===== config.mk =====
export PLATFORM = sky130hd
export DESIGN_NAME = dpll_reference_switch_ctrl
export DESIGN_NICKNAME = d
export VERILOG_FILES = /design/src/rtl/drs_pkg.sv /design/src/rtl/drs_timer_if.sv /design/src/rtl/dpll_reference_switch_ctrl.sv /design/src/rtl/drs_qual_timer.sv
export VERILOG_INCLUDE_DIRS = /design/src /design/src/rtl
export SDC_FILE = /design/constraint.sdc
export NUM_CORES = 1
export LEC_CHECK = 0
export BUFFER_PORTS_ARGS = -buffer_cell sky130_fd_sc_hd__buf_4
export CAP_MARGIN = 20
export CORE_ASPECT_RATIO = 1.5
export CORE_MARGIN = 4
export CORE_UTILIZATION = 35
export DETAILED_ROUTE_END_ITERATION = 10
export PLACE_DENSITY_LB_ADDON = 0.25
export SLEW_MARGIN = 5
export SYNTH_ARGS = -nofsm -noshare
export SYNTH_HDL_FRONTEND = slang
export SYNTH_SLANG_ARGS = --single-unit

===== constraint.sdc =====
create_clock -name clk_i -period 2.1 [get_ports clk_i]
set_input_delay 0.525 -clock clk_i [delete_from_list [all_inputs] [get_ports clk_i]]
set_output_delay 0.525 -clock clk_i [all_outputs]
set_load 0.01 [all_outputs]

===== src/rtl/drs_defs.svh =====
`ifndef DRS_DEFS_SVH
`define DRS_DEFS_SVH

// local master clock rate, 10 MHz
`define DRS_CLK_HZ          32'h0098_9680
// cycles in one millisecond
`define DRS_CYC_PER_MS      (`DRS_CLK_HZ / 32'h0000_03E8)
// lock-disqualify time, 1000 ms
`define DRS_LOCK_DISQ_MS    32'h0000_03E8
// reference-disqualify time, 2500 ms
`define DRS_REF_DISQ_MS     32'h0000_09C4
// lock-qualify time, 1000 ms by default
`define DRS_LOCK_TIME_MS    32'h0000_03E8
// holdover pulse on a drift switch, in clock cycles
`define DRS_HO_PULSE_CYC    8'h03
// counter width of the qualification timers
`define DRS_CNT_W           32
// saturation value of the timers
`define DRS_CNT_MAX         32'hFFFF_FFFF
// reset values
`define DRS_RST_PREF        1'b1
`define DRS_RST_LOCK        1'b0

`endif


===== src/rtl/drs_pkg.sv =====
package drs_pkg;

    // mode select pin codes
    typedef enum logic [1:0] {
        DRS_MODE_NORMAL   = 2'h0,
        DRS_MODE_HOLDOVER = 2'h1,
        DRS_MODE_FREERUN  = 2'h2,
        DRS_MODE_AUTO     = 2'h3
    } drs_mode_e;

    // timing input in use
    typedef enum logic [1:0] {
        DRS_IN_PRIMARY   = 2'h0,
        DRS_IN_SECONDARY = 2'h1,
        DRS_IN_SYNC_PAIR = 2'h2
    } drs_input_e;

    // loop state, one-hot
    typedef enum logic [3:0] {
        DRS_LOOP_FREERUN  = 4'h1,
        DRS_LOOP_HOLDOVER = 4'h2,
        DRS_LOOP_TIE_CORR = 4'h4,
        DRS_LOOP_NORMAL   = 4'h8
    } drs_loop_e;

endpackage : drs_pkg


===== src/rtl/drs_timer_if.sv =====
`timescale 1ns/1ps
`include "drs_defs.svh"

interface drs_timer_if;
    logic restart;
    logic run;
    logic hit_short;
    logic hit_long;

    // controller side starts and runs the timer
    modport ctrl (output restart, output run, input hit_short, input hit_long);
    // timer side reports terminal counts
    modport timer (input restart, input run, output hit_short, output hit_long);
endinterface : drs_timer_if


===== src/rtl/dpll_reference_switch_ctrl.sv =====
// Operation
// - manual modes take input from select pins
// - manual switch in Normal is hitless
// - outside lock window drops lock, full requalify
// - automatic picks only primary or secondary
// - failed input switches; both failed holds over
// - primary preferred after reset or sync-pair
// - automatic drives select pins, low shows input
// - both out-of-band holds over; Normal ignores
// - coarse failure gives holdover and input-failed
// - coarse failure past one second drops lock
// - past 2.5 seconds switches input, requalifies
// - clears under one second, keeps lock, input
// - clears before 2.5 seconds, requalifies lock
// - drift asserts input-failed on out-of-band
// - drift pulses holdover and switches input
// - mode pins pick Normal, Holdover, Freerun, Auto
// - any input change passes through TIE correction
`timescale 1ns/1ps
`include "drs_defs.svh"

module dpll_reference_switch_ctrl #(
    parameter logic [`DRS_CNT_W-1:0] LOCK_DISQ_CYC = `DRS_LOCK_DISQ_MS * `DRS_CYC_PER_MS,
    parameter logic [`DRS_CNT_W-1:0] REF_DISQ_CYC  = `DRS_REF_DISQ_MS * `DRS_CYC_PER_MS,
    parameter logic [`DRS_CNT_W-1:0] LOCK_TIME_CYC = `DRS_LOCK_TIME_MS * `DRS_CYC_PER_MS
) (
    input  wire logic       clk_i,
    input  wire logic       rst_b_i,
    input  wire logic       ce_i,
    input  wire logic [1:0] mode_sel_i,
    input  wire logic [1:0] ref_sel_i,
    input  wire logic [1:0] input_out_of_band_i,
    input  wire logic       input_disrupted_i,
    input  wire logic       in_window_i,
    input  wire logic       phase_keep_on_recovery_i,
    output logic      [1:0] ref_sel_o,
    output logic            ref_sel_oe_o,
    output logic      [1:0] active_input_o,
    output logic      [3:0] loop_state_o,
    output logic            lock_o,
    output logic            holdover_o,
    output logic            input_failed_o
);

    // pin code to input in use; both high codes mean sync-pair
    function automatic logic [1:0] drs_decode(input logic [1:0] pins);
        if (pins[1]) begin
            drs_decode = drs_pkg::DRS_IN_SYNC_PAIR;
        end else begin
            drs_decode = pins;
        end
    endfunction : drs_decode

    // out-of-band flag of a primary or secondary input
    function automatic logic drs_oob(input logic [1:0] sel, input logic [1:0] oob);
        drs_oob = sel[0] ? oob[1] : oob[0];
    endfunction : drs_oob

    drs_timer_if ftmr ();
    drs_timer_if ltmr ();

    logic [1:0] sel_q;
    logic [1:0] next_sel;
    logic [3:0] loop_st;
    logic [3:0] next_loop;
    logic       pref;
    logic       next_pref;
    logic       force_tie;
    logic       next_force_tie;
    logic       sw_done;
    logic       next_sw_done;
    logic [7:0] ho_cnt;
    logic [7:0] next_ho_cnt;
    logic       lock;
    logic       next_lock;
    logic       auto_q;
    logic       ho_q;
    logic       next_ho;
    logic       failed_q;
    logic       next_failed;
    logic [1:0] ref_sel_q;
    logic [1:0] next_ref_sel;

    logic is_auto;
    logic tracking;
    logic cur_oob;
    logic oth_oob;
    logic coarse_sw;
    logic drift_sw;
    logic sel_change;
    logic lock_drop;

    // input selection: pins in manual modes, state machine in automatic
    always_comb begin
        is_auto      = (mode_sel_i == drs_pkg::DRS_MODE_AUTO);
        tracking     = (mode_sel_i == drs_pkg::DRS_MODE_NORMAL) || is_auto;
        cur_oob      = drs_oob(sel_q, input_out_of_band_i);
        oth_oob      = drs_oob(~sel_q, input_out_of_band_i);
        next_sel     = sel_q;
        next_pref    = pref;
        next_sw_done = sw_done && input_disrupted_i; // episode ends when input heals
        coarse_sw    = 1'b0;
        drift_sw     = 1'b0;
        if (!is_auto) begin
            next_sel  = drs_decode(ref_sel_i);
            next_pref = 1'b0;
        end else if (pref || sel_q == drs_pkg::DRS_IN_SYNC_PAIR) begin
            // first choice favours primary; never lands on sync-pair
            if (!input_out_of_band_i[0]) begin
                next_sel  = drs_pkg::DRS_IN_PRIMARY;
                next_pref = 1'b0;
            end else if (!input_out_of_band_i[1]) begin
                next_sel  = drs_pkg::DRS_IN_SECONDARY;
                next_pref = 1'b0;
            end else begin
                next_sel  = drs_pkg::DRS_IN_PRIMARY;
                next_pref = 1'b1;
            end
        end else if (!oth_oob && cur_oob) begin
            drift_sw = 1'b1;
            next_sel = {1'b0, ~sel_q[0]};
        end else if (!oth_oob && ftmr.hit_long && input_disrupted_i && !sw_done) begin
            coarse_sw    = 1'b1;
            next_sel     = {1'b0, ~sel_q[0]};
            next_sw_done = 1'b1;
        end
        sel_change = (next_sel != sel_q);
    end

    // failure-episode timer runs only while the input in use is disrupted
    assign ftmr.run     = is_auto && input_disrupted_i;
    assign ftmr.restart = !(is_auto && input_disrupted_i);

    drs_qual_timer #(
        .TC_SHORT (LOCK_DISQ_CYC),
        .TC_LONG  (REF_DISQ_CYC)
    ) u_fail_timer (
        .clk_i   (clk_i),
        .rst_b_i (rst_b_i),
        .ce_i    (ce_i),
        .tmr     (ftmr)
    );

    // loop state: holdover on any switch outside Freerun, recovery through TIE when asked
    always_comb begin
        next_loop      = loop_st;
        next_force_tie = force_tie || sel_change;
        next_ho_cnt    = (ho_cnt != 8'h00) ? ho_cnt - 8'h01 : 8'h00;
        if (drift_sw) begin
            next_ho_cnt = `DRS_HO_PULSE_CYC - 8'h01;
        end
        case (mode_sel_i)
            drs_pkg::DRS_MODE_HOLDOVER: begin
                next_loop = drs_pkg::DRS_LOOP_HOLDOVER;
            end
            drs_pkg::DRS_MODE_FREERUN: begin
                next_loop = drs_pkg::DRS_LOOP_FREERUN;
            end
            default: begin
                if (sel_change) begin
                    next_loop = drs_pkg::DRS_LOOP_HOLDOVER;
                end else if (input_disrupted_i) begin
                    next_loop = drs_pkg::DRS_LOOP_HOLDOVER;
                end else if (is_auto && (&input_out_of_band_i)) begin
                    next_loop = drs_pkg::DRS_LOOP_HOLDOVER;
                end else if (ho_cnt != 8'h00) begin
                    next_loop = drs_pkg::DRS_LOOP_HOLDOVER;
                end else if (loop_st == drs_pkg::DRS_LOOP_HOLDOVER
                             || loop_st == drs_pkg::DRS_LOOP_FREERUN) begin
                    // a changed input always keeps phase so the output sees no hit
                    if (force_tie || phase_keep_on_recovery_i) begin
                        next_loop = drs_pkg::DRS_LOOP_TIE_CORR;
                    end else begin
                        next_loop = drs_pkg::DRS_LOOP_NORMAL;
                    end
                end else begin
                    next_loop = drs_pkg::DRS_LOOP_NORMAL;
                end
            end
        endcase
        if (next_loop == drs_pkg::DRS_LOOP_NORMAL) begin
            next_force_tie = 1'b0;
        end
        next_ho = (next_loop == drs_pkg::DRS_LOOP_HOLDOVER);
    end

    // lock: dropped on window loss, long failure or coarse switch
    always_comb begin
        lock_drop = !tracking
                    || (loop_st == drs_pkg::DRS_LOOP_NORMAL && !in_window_i)
                    || (is_auto && input_disrupted_i && ftmr.hit_short)
                    || coarse_sw;
        if (lock_drop) begin
            next_lock = 1'b0;
        end else begin
            next_lock = lock || ltmr.hit_short;
        end
    end

    // requalify counts only in Normal, from zero after every drop
    assign ltmr.restart = lock_drop || (!lock && loop_st != drs_pkg::DRS_LOOP_NORMAL);
    assign ltmr.run     = (loop_st == drs_pkg::DRS_LOOP_NORMAL) && !lock;

    drs_qual_timer #(
        .TC_SHORT (LOCK_TIME_CYC),
        .TC_LONG  (LOCK_TIME_CYC)
    ) u_lock_timer (
        .clk_i   (clk_i),
        .rst_b_i (rst_b_i),
        .ce_i    (ce_i),
        .tmr     (ltmr)
    );

    // pin and flag outputs, computed ahead so they leave from flops
    always_comb begin
        next_failed  = is_auto && (input_disrupted_i || cur_oob);
        next_ref_sel = {1'b0, next_sel[0]};
    end

    always_ff @(posedge clk_i) begin
        if (!rst_b_i) begin
            sel_q     <= drs_pkg::DRS_IN_PRIMARY;
            loop_st   <= drs_pkg::DRS_LOOP_HOLDOVER;
            pref      <= `DRS_RST_PREF;
            force_tie <= 1'b0;
            sw_done   <= 1'b0;
            ho_cnt    <= 8'h00;
            lock      <= `DRS_RST_LOCK;
            auto_q    <= 1'b0;
            ho_q      <= 1'b1;
            failed_q  <= 1'b0;
            ref_sel_q <= 2'h0;
        end else if (ce_i) begin
            sel_q     <= next_sel;
            loop_st   <= next_loop;
            pref      <= next_pref;
            force_tie <= next_force_tie;
            sw_done   <= next_sw_done;
            ho_cnt    <= next_ho_cnt;
            lock      <= next_lock;
            auto_q    <= is_auto;
            ho_q      <= next_ho;
            failed_q  <= next_failed;
            ref_sel_q <= next_ref_sel;
        end
    end

    assign ref_sel_o      = ref_sel_q;
    assign ref_sel_oe_o   = auto_q;
    assign active_input_o = sel_q;
    assign loop_state_o   = loop_st;
    assign lock_o         = lock;
    assign holdover_o     = ho_q;
    assign input_failed_o = failed_q;
endmodule : dpll_reference_switch_ctrl


===== src/rtl/drs_qual_timer.sv =====
`timescale 1ns/1ps
`include "drs_defs.svh"

module drs_qual_timer #(
    parameter logic [`DRS_CNT_W-1:0] TC_SHORT = `DRS_LOCK_DISQ_MS * `DRS_CYC_PER_MS,
    parameter logic [`DRS_CNT_W-1:0] TC_LONG  = `DRS_REF_DISQ_MS * `DRS_CYC_PER_MS
) (
    input  wire logic        clk_i,
    input  wire logic        rst_b_i,
    input  wire logic        ce_i,
    drs_timer_if.timer       tmr
);

    logic [`DRS_CNT_W-1:0] cnt;
    logic [`DRS_CNT_W-1:0] next_cnt;

    // restart wins over counting; saturates so a long episode never wraps
    always_comb begin
        next_cnt = cnt;
        if (tmr.restart) begin
            next_cnt = '0;
        end else if (tmr.run && cnt != `DRS_CNT_MAX) begin
            next_cnt = cnt + 1'b1;
        end
    end

    always_ff @(posedge clk_i) begin
        if (!rst_b_i) begin
            cnt <= '0;
        end else if (ce_i) begin
            cnt <= next_cnt;
        end
    end

    // terminal counts reached
    assign tmr.hit_short = (cnt >= TC_SHORT);
    assign tmr.hit_long  = (cnt >= TC_LONG);
endmodule : drs_qual_timer


# After elaboration in Yosys (flattened, before gate mapping)
# Cells that the tools add are included.
classes:
  reduce_logical: 37
  bitwise: 2
  n_eq_ne: 15
  n_mux: 39
  n_addsub: 3
  n_lt_le_gt_ge: 3
op_table:
  columns: ["operator", "count"]
  rows:
  - ["$mux 32", 4]
  - ["$add 32x1->32 const B", 2]
  - ["$ge 32x24->1 const B", 2]
  - ["$ne 32x32->1 const B", 2]
  - ["$ge 32x25->1 const B", 1]
  - ["$mux 4", 6]
  - ["$mux 1", 21]
  - ["$mux 8", 2]
  - ["$logic_and 1x1->1", 14]
  - ["$logic_or 1x1->1", 11]
  - ["$mux 2", 5]
  - ["$eq 4x2->1 const B", 2]
  - ["$eq 4x4->1 const B", 2]
  - ["$pmux 4 s2", 1]
  - ["$reduce_and 2->1", 4]
  - ["$reduce_bool 8->1", 1]
  - ["$sub 8x1->8 const B", 1]
  - ["$eq 2x2->1 const B", 3]
  - ["$logic_not 1->1", 5]
  - ["$eq 4x1->1 const B", 1]
  - ["$ne 4x4->1 const B", 1]
  - ["$eq 2x1->1 const B", 1]
  - ["$logic_not 2->1", 1]
  - ["$ne 2x1->1 const B", 1]
  - ["4 further kinds", 5]
totals:
  in_bits: 12
  regBits: 86
  wordCells: 112

# Depth between registers and ports, before layout
logic_depth:
  ltp_word: 15
  mapped_depth: 9

# Cells and area by module
# From an unflattened synthesis, not the netlist that was laid out.
unflattened:
  cells_unflattened: 657
  area_unflattened_um2: 5305.1
modules_own_cells:
  columns: ["module", "cells_per_inst", "seq_area_each_um2", "area_per_inst_um2", "instances"]
  rows:
  - ["drs_qual_timer (u_lock_timer)", 249, 640.6, 2009.4, 1]
  - ["drs_qual_timer (u_fail_timer)", 245, 640.6, 1990.7, 1]
  - ["dpll_reference_switch_ctrl", 163, 420.4, 1305.0, 1]

# Worst setup path after synthesis
# OpenSTA, ideal clock, no wires.
synth_path:
  kind: "input port to flip-flop"
  start: "input port mode_sel_i[0]"
  end: "register u_fail_timer.cnt[20]"
  slack_ps: -170
  setup_ps: 128
  arrival_ps: 2142
  required_time_ps: 1972
  path_stages: 9
  cell_sequence: "ha_1 > nand2_1 > or4_1 > buf_2 > o2111a_1 > buf_6 > and3_1 > xnor2_1 > nor2_1"
synth_via:
  elab_chain_cells: 5
synth_rtl:
  columns: ["item", "line", "rtl"]
  rows:
  - ["start: declaration", "dpll_reference_switch_ctrl.sv:30", "input wire logic [1:0] mode_sel_i,"]
  - ["$eq 2x2->1 *", "dpll_reference_switch_ctrl.sv:95", "is_auto = (mode_sel_i == drs_pkg::DRS_MODE_AUTO);"]
  - ["$logic_and 1x1->1 *", "dpll_reference_switch_ctrl.sv:131, dpll_reference_switch_ctrl.sv:132", null]
  - ["$logic_and 1x1->1 (no source line)", null, null]
  - ["$ne 2x2->1 (no source line)", null, null]
  - ["$reduce_and 2->1 (no source line)", null, null]
  - ["end signal: assignment", "drs_qual_timer.sv:31", "cnt <= next_cnt;"]
  - ["end: declaration", "drs_qual_timer.sv:14", "logic [`DRS_CNT_W-1:0] cnt;"]
# Every way passes the cells marked *; elsewhere a longest branch is shown, timed or not.
# A chain may end at the register's enable or synchronous reset.

# Worst setup path in the final report
layout_path:
  start: "register u_fail_timer.cnt[27]"
  end: "register u_lock_timer.cnt[18]"
layout_via:
  elab_chain_cells: 12
layout_rtl:
  columns: ["item", "line", "rtl"]
  rows:
  - ["$ge 32x25->1", "drs_qual_timer.sv:37", "assign tmr.hit_long = (cnt >= TC_LONG);"]
  - ["$logic_and 1x1->1 (3 in a row)", "dpll_reference_switch_ctrl.sv:122", "end else if (!oth_oob && ftmr.hit_long && input_disrupted_i && !sw_done) begin"]
  - ["$mux 1", "dpll_reference_switch_ctrl.sv:122", null]
  - ["$mux 1", "dpll_reference_switch_ctrl.sv:119", "end else if (!oth_oob && cur_oob) begin"]
  - ["$mux 1", "dpll_reference_switch_ctrl.sv:107", "end else if (pref || sel_q == drs_pkg::DRS_IN_SYNC_PAIR) begin"]
  - ["$mux 1", "dpll_reference_switch_ctrl.sv:104", "if (!is_auto) begin"]
  - ["$logic_or 1x1->1 *", "dpll_reference_switch_ctrl.sv:192", "|| coarse_sw;"]
  - ["$logic_or 1x1->1 *", "dpll_reference_switch_ctrl.sv:201", "assign ltmr.restart = lock_drop || (!lock && loop_st != drs_pkg::DRS_LOOP_NORMAL);"]
  - ["$reduce_bool 2->1 (no source line)", null, null]
  - ["$reduce_and 2->1 (no source line)", null, null]
  - ["end signal: assignment", "drs_qual_timer.sv:31", null]
  - ["end: declaration", "drs_qual_timer.sv:14", null]
# Marked as above.

==> flow_metrics.env <==
export IMPL_synth_edf_count=0
export IMPL_layout_drive_gt1_share=0.284
export IMPL_synthToLayoutAreaGrowth_pct=37.0
export IMPL_drt_iter0_markers=115
export IMPL_utilization=0.490
export IMPL_synth_mux_area_frac=0.0112
export IMPL_grt_usage=0.158
export IMPL_grt_max_degree=33
export IMPL_async_reset_ff_frac=0
export IMPL_min_from="sw_done"
export IMPL_nNetsFinal=671
export IMPL_yosysSeqAreaShare=0.382
export IMPL_fin_setup_tns_ns=-1.11
export IMPL_cts_sinks=85
export IMPL_drc=0
export IMPL_worstPathMaxFanout=6
export IMPL_rr_startpoint="u_fail_timer.cnt[27]"
export IMPL_crit_start="u_fail_timer.cnt[27]"
export IMPL_violations="setup timing"
export IMPL_layout_common_cells="104 x buf_4, 95 x nor2_1, 74 x dfxtp_1, 52 x xnor2_1, 36 x nand2_1"
export IMPL_antenna_left=0
export IMPL_synth_simple_area_share=0.322
export IMPL_cts_root_buffer="clkbuf_16"
export IMPL_antenna_found_initial=0
export IMPL_final_period_utilization=1.03
export IMPL_finalHoldViolations=0
export IMPL_synth_cells=550
export IMPL_drv_slew=0
export IMPL_critical_path_class="flip-flop to flip-flop"
export IMPL_grt_pass1_wl_um=19000
export IMPL_io_pins=24
export IMPL_yosysUniqueCellTypes=59
export IMPL_leakagePower_nw=2.27
export IMPL_grt_setup_unrepaired="yes"
export IMPL_core_area_um2=12400
export IMPL_tritoncts="yes"
export IMPL_grt_overflow=0
export IMPL_critPathArrivalTime_ns=2.39
export IMPL_synth_ff_type="dfxtp_1"
export IMPL_clk_pin_slew_ns=0.06
export IMPL_synth_top_family_by_area="simple AND/OR/NAND/NOR gates"
export IMPL_start_kind="flip-flop"
export IMPL_synth_area_um2=4460
export IMPL_vias_per_cell=5.11
export IMPL_power_density_nw_per_um2=676
export IMPL_num_vias=4146
export IMPL_design_area_um2=6100
export IMPL_ys_warn_count=0
export IMPL_max_freq_mhz=462
export IMPL_numCtsBuffers=9
export IMPL_drt_total_wl_um=11300
export IMPL_io_buffers=22
export IMPL_synth_compound_area_frac=0.0930
export IMPL_skew_ns=0.00860
export IMPL_max_cap_viol_count=0
export IMPL_wl_per_cell_um=14.0
export IMPL_die_area_um2=14600
export IMPL_num_antenna_cells=0
export IMPL_crit_slowest_cell="or4_4"
export IMPL_gp_congestion=0.833
export IMPL_die_x_um=100
export IMPL_dpl_cell_area_um2=5440
export IMPL_cts_htree_levels=3
export IMPL_hp_class="flip-flop to flip-flop"
export IMPL_ys_ff_latch=85
export IMPL_synthesis_nets=570
export IMPL_grt_pass1_vias=4092
export IMPL_rows=50
export IMPL_avgSynthCellArea_um2=8.10
export IMPL_cp_required_ns=2.33
export IMPL_cts_buffer_depth=2
export IMPL_cp_end_kind="flip-flop"
export IMPL_die_h_um=146
export IMPL_drtPass1Iterations=4
export IMPL_setup_viol=31
export IMPL_synth_fa_ha_area_frac=0.0225
export IMPL_final_common_cell="buf_4"
export IMPL_initial_utilization=0.358
export IMPL_status="complete, but fails checks"
export IMPL_clock_latency_ns=0.33
export IMPL_slowest_delay_ns=0.55
export IMPL_hpwlAfterDp_um=8080
export IMPL_ir_drop_uv=365
export IMPL_synth_xor_area_share=0.130
export IMPL_crit_chain="or4_4, nor4b_4, o221a_2, o211a_4, clkbuf_16, nor3_4, xnor2_1, nor2_1"
export IMPL_fin_crit_ns=2.17
export IMPL_setup_slack_ns=-0.0653
cell usage after synthesis, drive strengths merged (4+ instances only):
cell type | instances | area (um^2)
and2 | 5 | 31.3
nor3 | 30 | 150
nor4 | 12 | 75.1
dfxtp | 85 | 1700
o21ai | 20 | 100
ha | 8 | 100
a21boi | 4 | 30.0
clkbuf | 14 | 52.6
xor2 | 13 | 114
nor2b | 8 | 50.1
inv | 17 | 63.8
nand4 | 17 | 119
nor4b | 4 | 35.0
nand2 | 37 | 139
o31ai | 4 | 30.0
nand3 | 32 | 160
and3 | 10 | 62.6
nor2 | 96 | 360
o211ai | 5 | 37.5
mux2i | 5 | 50.1
and4 | 8 | 72.6
or4 | 5 | 37.5
a21oi | 9 | 45.0
or3 | 6 | 37.5
buf | 9 | 57.6
xnor2 | 53 | 464
state kept, by name, summed over array words and instances, names as in the netlist:
signal,count
active_input_o,2
force_tie,1
ho_cnt,8
holdover_o,1
input_failed_o,1
lock_o,1
loop_state_o,4
pref,1
ref_sel_oe_o,1
sw_done,1
u_fail_timer.cnt,32
u_lock_timer.cnt,32
final timing paths:
| kind | depth (start not counted) | slack (ns) | to |
|---|---|---|---|
| hold / removal | 2 | 0.48 | sw_done |
| setup / recovery | 8 | -0.07 | u_lock_timer.cnt[18] |
| hold reg to reg | 2 | 0.48 | sw_done |
| setup reg to reg | 8 | -0.07 | u_lock_timer.cnt[18] |
cell type report:
| cell class | count | area (um^2) |
|---|---|---|
| fillers | 1158 | 6350 |
| multi-input cells | 426 | 2890 |
| flip-flops and latches | 85 | 1720 |
| repair buffers | 112 | 906 |
| clock buffers | 13 | 260 |
| well taps | 156 | 195 |
| clock inverters | 3 | 67.6 |
| inverters | 17 | 63.8 |
cells by family after synthesis:
logic type	Yosys count
flip-flops	85
other	1
adder cells (fa/ha/maj)	8
AO/OA/AOI/OAI	62
XOR/XNOR	66
buffers and inverters	40
multiplexers	5
AND/OR/NAND/NOR	283
routing by layer:
| layer | up-vias | routed length, um | GRT usage |
|---|---|---|---|
| met5 | - | 0 | 0 |
| met1 | 1961 | 4870 | 0.183 |
| li1 | 2127 | - | - |
| met2 | 40 | 6010 | 0.285 |
| met3 | 18 | 220 | 0.0268 |
| met4 | 0 | 250 | 0.0566 |
through the flow:
step | hold WS [ns] | power (W) | setup WS, ns | instances
after floorplan | 0.458 | 0.00213 | -0.0526 | 550
after global routing | 0.488 | 0.00432 | -0.188 | 812
after CTS | 0.481 | 0.00413 | -0.0218 | 808
after detailed placement | 0.473 | 0.00234 | -0.277 | 789
after global placement | 0.459 | 0.00232 | -0.227 | 789
final | 0.477 | 0.00412 | -0.0653 | 812
power by group:
| part | total, W | leakage, nW | internal (W) | switching, W |
|---|---|---|---|---|
| clock | 0.00174 | 0.156 | 0.00111 | 0.000633 |
| sequential | 0.00175 | 0.694 | 0.00169 | 0.0000663 |
| combinational | 0.000628 | 1.42 | 0.000326 | 0.000303 |
| total | 0.00412 | 2.27 | 0.00312 | 0.00100 |
critical path, delay by kind of cell, from the launching register on:
kind            cells  cell delay [ns]
simple gates        4             0.92
compound gates      2             0.49
flops               1             0.32
buf+inv             1             0.18
xor+xnor            1             0.15
timing repair:
item                                    4_1_cts  5_1_grt
gates resized for setup                      26       38
endpoints found under the setup margin       53       58
buffers inserted                              1        2
hold buffers                                  0        0
pin swaps                                     5       32
hold endpoints to repair                      0        0
cloned                                        2        2
No activity file was read; power rests on OpenSTA's default activity.
